## config.mk

```make
export PLATFORM = sky130hd
export DESIGN_NAME = mqwp_write_port
export DESIGN_NICKNAME = d
export VERILOG_FILES = /design/src/mqwp_pkg.sv /design/src/mqwp_flag_bus.sv /design/src/mqwp_write_port.sv
export VERILOG_INCLUDE_DIRS = /design/src
export SDC_FILE = /design/constraint.sdc
export NUM_CORES = 1
export LEC_CHECK = 0
export BUFFER_PORTS_ARGS = -buffer_cell sky130_fd_sc_hd__buf_4
export CORE_ASPECT_RATIO = 0.9
export CORE_MARGIN = 5
export CORE_UTILIZATION = 48
export DETAILED_ROUTE_END_ITERATION = 12
export PLACE_DENSITY = 0.85
export SYNTH_ARGS = -nofsm -noshare
export SYNTH_HDL_FRONTEND = slang
export SYNTH_SLANG_ARGS = --single-unit
```

## constraint.sdc

```tcl
create_clock -name i_clk -period 2.8 [get_ports i_clk]
set_input_delay 0.28 -clock i_clk [delete_from_list [all_inputs] [get_ports i_clk]]
set_output_delay 0.28 -clock i_clk [all_outputs]
set_load 0.02 [all_outputs]
```

## src/mqwp_regs.svh

```systemverilog
// Purpose: Constants for the multi-queue write port.
// Assumes: Included by bare name before the package.
// Notes:   Field positions refer to the 8-bit write queue address.
`ifndef MQWP_REGS_SVH
`define MQWP_REGS_SVH
`define MQWP_ADDR_W      8
`define MQWP_QSEL_MSB    4
`define MQWP_DEV_LSB     5
`define MQWP_DEV_MSB     7
`define MQWP_QUAD_MSB    1
`define MQWP_GROUP_W     8
`define MQWP_RST_QUEUE   5'h00
`define MQWP_RST_QUAD    2'h0
`define MQWP_GRP_LAST    2'h3
`endif

```

## src/mqwp_pkg.sv

```systemverilog
// Purpose: Types and shared decode for the multi-queue write port.
// Assumes: Address layout as in mqwp_regs.svh.
// Notes:   Flag mode selects strobed quadrant or polled stepping.
`include "mqwp_regs.svh"
package mqwp_pkg;
  typedef logic [`MQWP_ADDR_W-1:0] mqwp_addr_t;
  typedef logic [`MQWP_QSEL_MSB:0] mqwp_queue_t;
  typedef logic [`MQWP_DEV_MSB-`MQWP_DEV_LSB:0] mqwp_dev_t;
  typedef logic [`MQWP_QUAD_MSB:0] mqwp_quad_t;
  typedef enum logic [0:0] {
    MQWP_DIRECT = 1'b0,
    MQWP_POLLED = 1'b1
  } mqwp_flag_mode_t;

  // The top three address bits name the device in an expanded array.
  function automatic logic mqwp_dev_match(input mqwp_addr_t a,
                                          input mqwp_dev_t  id);
    mqwp_dev_match = (a[`MQWP_DEV_MSB:`MQWP_DEV_LSB] == id);
  endfunction : mqwp_dev_match
endpackage : mqwp_pkg

```

## src/mqwp_flag_bus.sv

```systemverilog
// Purpose: Almost-full status bus, quadrant select and frame sync.
// Assumes: Queue almost-full inputs are already on the write clock.
// Notes:   The bus shows one group of eight queues, active low.
`timescale 1ns/100ps
`include "mqwp_regs.svh"
module mqwp_flag_bus (
  input  wire logic                     i_clk,
  input  wire logic                     i_arst_n,
  input  wire mqwp_pkg::mqwp_flag_mode_t i_flag_mode,
  input  wire logic                     i_flag_quadrant_strobe,
  input  wire mqwp_pkg::mqwp_addr_t     i_write_queue_address,
  input  wire mqwp_pkg::mqwp_dev_t      i_device_id,
  input  wire logic [31:0]              i_queue_almost_full,
  output logic [`MQWP_GROUP_W-1:0]      o_almost_full_status_bus_n,
  output logic                          o_status_frame_sync,
  output mqwp_pkg::mqwp_quad_t          o_quadrant
);
  import mqwp_pkg::*;

  typedef struct packed {
    mqwp_quad_t               quad;
    mqwp_quad_t               grp;
    logic [`MQWP_GROUP_W-1:0] bus_n;
    logic                     sync;
  } mqwp_fb_state_t;

  mqwp_fb_state_t st_r;
  mqwp_fb_state_t st_nxt;

  // Quadrant is taken only on a strobe naming this device; bits 4:2 unused.
  // The group counter steps every edge in polled mode, no write needed.
  always_comb begin
    mqwp_quad_t sel;
    sel    = '0;
    st_nxt = st_r;
    if (i_flag_mode == MQWP_DIRECT && i_flag_quadrant_strobe &&
        mqwp_dev_match(i_write_queue_address, i_device_id)) begin
      st_nxt.quad = i_write_queue_address[`MQWP_QUAD_MSB:0];
    end
    if (i_flag_mode == MQWP_POLLED) begin
      sel         = st_r.grp;
      st_nxt.grp  = st_r.grp + 2'h1;
      st_nxt.sync = (st_r.grp == `MQWP_RST_QUAD);
    end else begin
      sel         = st_nxt.quad;
      st_nxt.grp  = `MQWP_RST_QUAD;
      st_nxt.sync = 1'b0;
    end
    st_nxt.bus_n = ~i_queue_almost_full[{sel, 3'h0} +: `MQWP_GROUP_W];
  end

  // All status outputs leave from flops on the write clock.
  always_ff @(posedge i_clk or negedge i_arst_n) begin
    if (!i_arst_n) begin
      st_r <= '{quad: `MQWP_RST_QUAD, grp: `MQWP_RST_QUAD,
                bus_n: '1, sync: 1'b0};
    end else begin
      st_r <= st_nxt;
    end
  end

  assign o_almost_full_status_bus_n = st_r.bus_n;
  assign o_status_frame_sync        = st_r.sync;
  assign o_quadrant                 = st_r.quad;
endmodule : mqwp_flag_bus

```

## src/mqwp_write_port.sv

```systemverilog
// Purpose: Write-port queue selection and write steering.
// Assumes: One free-running write clock; inputs synchronous to it.
// Notes:   A new queue takes writes from the second edge after selection.
//
// Functional notes
// - Take address only when select strobe high.
// - Enabled edge stores data into current queue.
// - Selection ignores the write enable level.
// - New queue written from second edge on.
// - Selection edge and next use old queue.
// - Low five address bits pick queue.
// - Top three bits must match device ID.
// - Quadrant strobe takes bits 1:0, ID-gated.
// - Quadrant and polling need no write enable.
// - Polled bus steps groups, sync on clock.
// - Status and flags change only on clock.
// - Expansion token timed by the write clock.
`timescale 1ns/100ps
`include "mqwp_regs.svh"
module mqwp_write_port #(
  parameter int DATA_W = 36
) (
  input  wire logic                     i_clk,
  input  wire logic                     i_arst_n,
  input  wire logic                     i_write_queue_select_strobe,
  input  wire mqwp_pkg::mqwp_addr_t     i_write_queue_address,
  input  wire logic                     i_write_en_n,
  input  wire logic [DATA_W-1:0]        i_write_data,
  input  wire logic                     i_flag_quadrant_strobe,
  input  wire mqwp_pkg::mqwp_flag_mode_t i_flag_mode,
  input  wire mqwp_pkg::mqwp_dev_t      i_device_id,
  input  wire logic [31:0]              i_queue_almost_full,
  input  wire logic [31:0]              i_queue_full,
  input  wire logic                     i_expansion_token_in,
  output logic                          o_wr_valid,
  output mqwp_pkg::mqwp_queue_t         o_wr_queue,
  output logic [DATA_W-1:0]             o_wr_data,
  output mqwp_pkg::mqwp_queue_t         o_current_queue,
  output logic                          o_device_owns_write,
  output logic [`MQWP_GROUP_W-1:0]      o_almost_full_status_bus_n,
  output logic                          o_status_frame_sync,
  output mqwp_pkg::mqwp_quad_t          o_quadrant,
  output logic                          o_almost_full_flag_n,
  output logic                          o_full_flag_n,
  output logic                          o_expansion_token_out,
  output logic                          o_peer_token_seen
);
  import mqwp_pkg::*;

  typedef struct packed {
    logic              pend_vld;
    mqwp_queue_t       pend_q;
    logic              pend_own;
    mqwp_queue_t       act_q;
    logic              own;
    logic              wr_vld;
    mqwp_queue_t       wr_q;
    logic [DATA_W-1:0] wr_d;
    logic              af_n;
    logic              ff_n;
    logic              tok_out;
    logic              tok_in;
  } mqwp_wp_state_t;

  mqwp_wp_state_t st_r;
  mqwp_wp_state_t st_nxt;
  logic           sel_take;

  // A strobed edge always reloads ownership from the ID match: a foreign ID means
  // another device in the array now takes the writes.
  assign sel_take = i_write_queue_select_strobe;

  // Two-stage select: the pending stage is loaded on the strobed edge and
  // promoted one edge later, so the selection edge and the one after it
  // still write to the old queue. Writes never wait for the enable to
  // select, which keeps queue changes free of dead data cycles.
  always_comb begin
    st_nxt          = st_r;
    st_nxt.pend_vld = sel_take;
    if (sel_take) begin
      st_nxt.pend_q   = i_write_queue_address[`MQWP_QSEL_MSB:0];
      st_nxt.pend_own = mqwp_dev_match(i_write_queue_address,
                                       i_device_id);
    end
    if (st_r.pend_vld) begin
      st_nxt.act_q = st_r.pend_q;
      st_nxt.own   = st_r.pend_own;
    end
    st_nxt.wr_vld = !i_write_en_n && st_r.own;
    st_nxt.wr_q   = st_r.act_q;
    st_nxt.wr_d   = i_write_data;
    st_nxt.af_n   = ~i_queue_almost_full[st_r.act_q];
    st_nxt.ff_n   = ~i_queue_full[st_r.act_q];
    st_nxt.tok_out = st_r.own;
    st_nxt.tok_in  = i_expansion_token_in;
  end

  // Single state register; the device owns nothing until first selected.
  always_ff @(posedge i_clk or negedge i_arst_n) begin
    if (!i_arst_n) begin
      st_r <= '{pend_vld: 1'b0, pend_q: `MQWP_RST_QUEUE, pend_own: 1'b0,
                act_q: `MQWP_RST_QUEUE, own: 1'b0, wr_vld: 1'b0,
                wr_q: `MQWP_RST_QUEUE, wr_d: '0, af_n: 1'b1,
                ff_n: 1'b1, tok_out: 1'b0, tok_in: 1'b0};
    end else begin
      st_r <= st_nxt;
    end
  end

  assign o_wr_valid            = st_r.wr_vld;
  assign o_wr_queue            = st_r.wr_q;
  assign o_wr_data             = st_r.wr_d;
  assign o_current_queue       = st_r.act_q;
  assign o_device_owns_write   = st_r.own;
  assign o_almost_full_flag_n  = st_r.af_n;
  assign o_full_flag_n         = st_r.ff_n;
  assign o_expansion_token_out = st_r.tok_out;
  assign o_peer_token_seen     = st_r.tok_in;

  // Flag quadrant and polled stepping live in their own block.
  mqwp_flag_bus u_flag_bus (
    .i_clk                      (i_clk),
    .i_arst_n                   (i_arst_n),
    .i_flag_mode                (i_flag_mode),
    .i_flag_quadrant_strobe     (i_flag_quadrant_strobe),
    .i_write_queue_address      (i_write_queue_address),
    .i_device_id                (i_device_id),
    .i_queue_almost_full        (i_queue_almost_full),
    .o_almost_full_status_bus_n (o_almost_full_status_bus_n),
    .o_status_frame_sync        (o_status_frame_sync),
    .o_quadrant                 (o_quadrant)
  );
endmodule : mqwp_write_port

```

==> flow_summary.toml <==
[global_route]
grt_max_degree = 73
antenna_found_initial = 0
met3_usage = 0.06864
overflow = 0
busiest_layer = "met2"
gr-usage-met1 = 0.2270
grtUsageMet2 = 0.3109
grt_usage = 0.1824
grt_pass1_vias = 2426
grt_pass1_wl_um = 12390

[placement]
gp_congestion = 0.8300
placed_cells = 427
portBuffers = 180
dp_hpwl_um = 6148
placed_area_um2 = 4357

[cells_and_area]
drive_above_1_share = 0.6827
antenna_cells = 0
final_cells = 443
area_delta_synth_final_pct = 36.63
num-fill-cells = 472
utilization = 0.6849
fin_area_um2 = 4583
final_nets = 467

[timing]
clock.fmax_mhz = 509.8
fin_crit_sh = 0.7005
worstMarginPinSlew_ps = 875.3
setup_tns_ps = 0
finalSetupViolCount = 0
fin_skew_ps = 4.565
maxSlewViolCount = 0
slew_headroom = 0.4165
rsz0062_at_grt = "false"
min_period_ps = 1962
finalHoldViolCount = 0

[clock_tree]
cts_buffers = 9
cts_root_buf = "clkbuf_8"
cts.sinks = 72
clkSlewWorstSetupHoldPaths_ps = 80
htreeDepth = 3
post_cts_resized = 0
insertion_delay_ps = 330
cts.hold.buffers_added = 0
cts_tree = "done"
postCtsSetupRepairBufs = 0
cts_buffer_depth = 2

[yosys]
seq_area_frac_synth = 0.5408
synth_warnings = 0
ys_types = 24
async_flop_share = 1.000
synthesis.nets = 338
syn_area_per_cell_um2 = 15.32
synth_area_leaders = "dfrtp_1 (46%), buf_4 (13%), dfstp_2 (7.8%)"
synthFlopType = "dfrtp_1"
synth-seq-cells = 72
netlist_top_cells_count = "dfrtp_1 (62), buf_4 (56), mux2_2 (20)"
synth.cell_area_um2 = 3354
synth-edff-count = 0
yosys.area.top_type = "dfrtp_1"
synth_most_common_cell = "dfrtp_1"
syn_inst = 219
netlist.area_leader.share = 0.4625

[routing]
drtAntennaViolNets = 0
via_per_inst = 4.919
initialDrtViolationCount = 94
drcViolationCount = 0
vias = 2179
routed_wl_um = 7897
routedWlPerCell_um = 17.83
first_pass_iters = 4

[critical_path]
rrSetupSlack_ps = 840
crit_fanout = 19
r2r-start = "o_current_queue[1]"
cp-end-kind = "register"
cp-start-kind = "register"
crit_type = "reg -> reg"
worst_r2r_path_depth = 3
cp.arrival_ps = 2220
r2r_end = "o_full_flag_n"
critPathRequiredTime_ps = 3060

[run_status]
status = "completed"

[worst_hold_path]
min_to = "o_wr_data[18]"
hold_class = "in -> reg"
whs_path_depth = 1
holdCritStartpoint = "i_write_data[18]"

[die]
core_um2 = 6691
die_width_um = 98.12
initial_core_util = 0.5013
die-area_um2 = 8763
pin_count = 181
fp.dieH_um = 89.31
num_rows = 28

[power]
p_total_mw = 2.938
leakagePower_nw = 2.245
pwr_density_cell_nw_per_um2 = 641.0
peakVddDrop_mv = 0.4527

[job]
maxCapViolCount = 0
## per-stage QoR
stage | hold slack, ps | worst slack, ps
2_1_floorplan | -15.59 | 884.1
3_3_place_gp | 389.3 | 798.3
3_5_place_dp | 390.3 | 689.8
4_1_cts | 27.91 | 804.4
5_1_grt | 14.61 | 716.8
6_report | 51.02 | 838.5
## worst max-delay path by stage
stage,startpoint,end,slack (ps),depth (start not counted)
2_1_floorplan,o_current_queue[1],o_almost_full_flag_n,880,5
3_3_place_gp,i_device_id[1],u_flag_bus.o_almost_full_status_bus_n[7],800,6
3_5_place_dp,i_device_id[0],u_flag_bus.o_almost_full_status_bus_n[2],690,6
4_1_cts,o_current_queue[0],o_almost_full_flag_n,800,4
5_1_grt,o_current_queue[0],o_full_flag_n,720,4
6_report,o_current_queue[1],o_full_flag_n,840,3
## power by group
group / switching, mW / internal, mW / total, mW / leakage, nW
clock: 0.399 / 0.512 / 0.911 / 0.116
sequential: 0.0771 / 1.18 / 1.25 / 0.840
combinational: 0.345 / 0.429 / 0.774 / 1.29
total: 0.821 / 2.12 / 2.94 / 2.24
## per-layer routing
layer	up-vias	wire [um]
met5	-	0
met4	0	51
met3	7	730
met2	117	4131
met1	1074	2983
li1	981	-
## placed cells by master (no fill, tap or decap)
cell type and instances:
dfrtp_1 62, inv_1 4, clkbuf_8 9, mux2_2 20
a41o_1 1, clkinv_2 1, nor3_1 1, bufinv_16 2
a41oi_1 1, nand4_1 2, buf_4 182, nand2_1 1
mux4_2 11, ha_1 1, a21oi_4 1, mux4_1 9
clkinv_4 2, mux2i_1 18, a221oi_2 1, xnor2_1 3
nor2_1 2, inv_8 1, o21ai_0 2, inv_6 1
dfstp_2 10, and2_1 3, nor2b_1 2
## critical path, stage by stage (launching register included)
cell and delay (ps):
dfrtp_1 850, mux4_1 430, mux4_2 480, mux2i_1 140
## layout make-up
class,instances,area (um2),share of cell area
repair buffers,182,1366,0.2981
inverters,4,15.01,0.003276
clock inverters,7,102.6,0.02239
well taps,90,112.6,0.02457
clock buffers,9,123.9,0.02703
flip-flops and latches,72,1814,0.3959
multi-input cells,79,1049,0.2288
## state kept, by name, indices dropped and copies added, names as in the netlist, 2 cells and up
signal,flops
o_wr_queue,5
st_r,7
u_flag_bus.st_r,2
o_wr_data,36
o_current_queue,5
u_flag_bus.o_quadrant,2
u_flag_bus.o_almost_full_status_bus_n,8
## cell families after synthesis
logic type      after synthesis  synth area share
simple gates                 11           0.01790
fa+ha+maj                     1          0.003729
mux                          58            0.2652
compound gates                6           0.01790
flops                        72            0.5408
buf+inv                      68            0.1466
xor+xnor                      3          0.007834
Power figures use the tool's default switching activity.
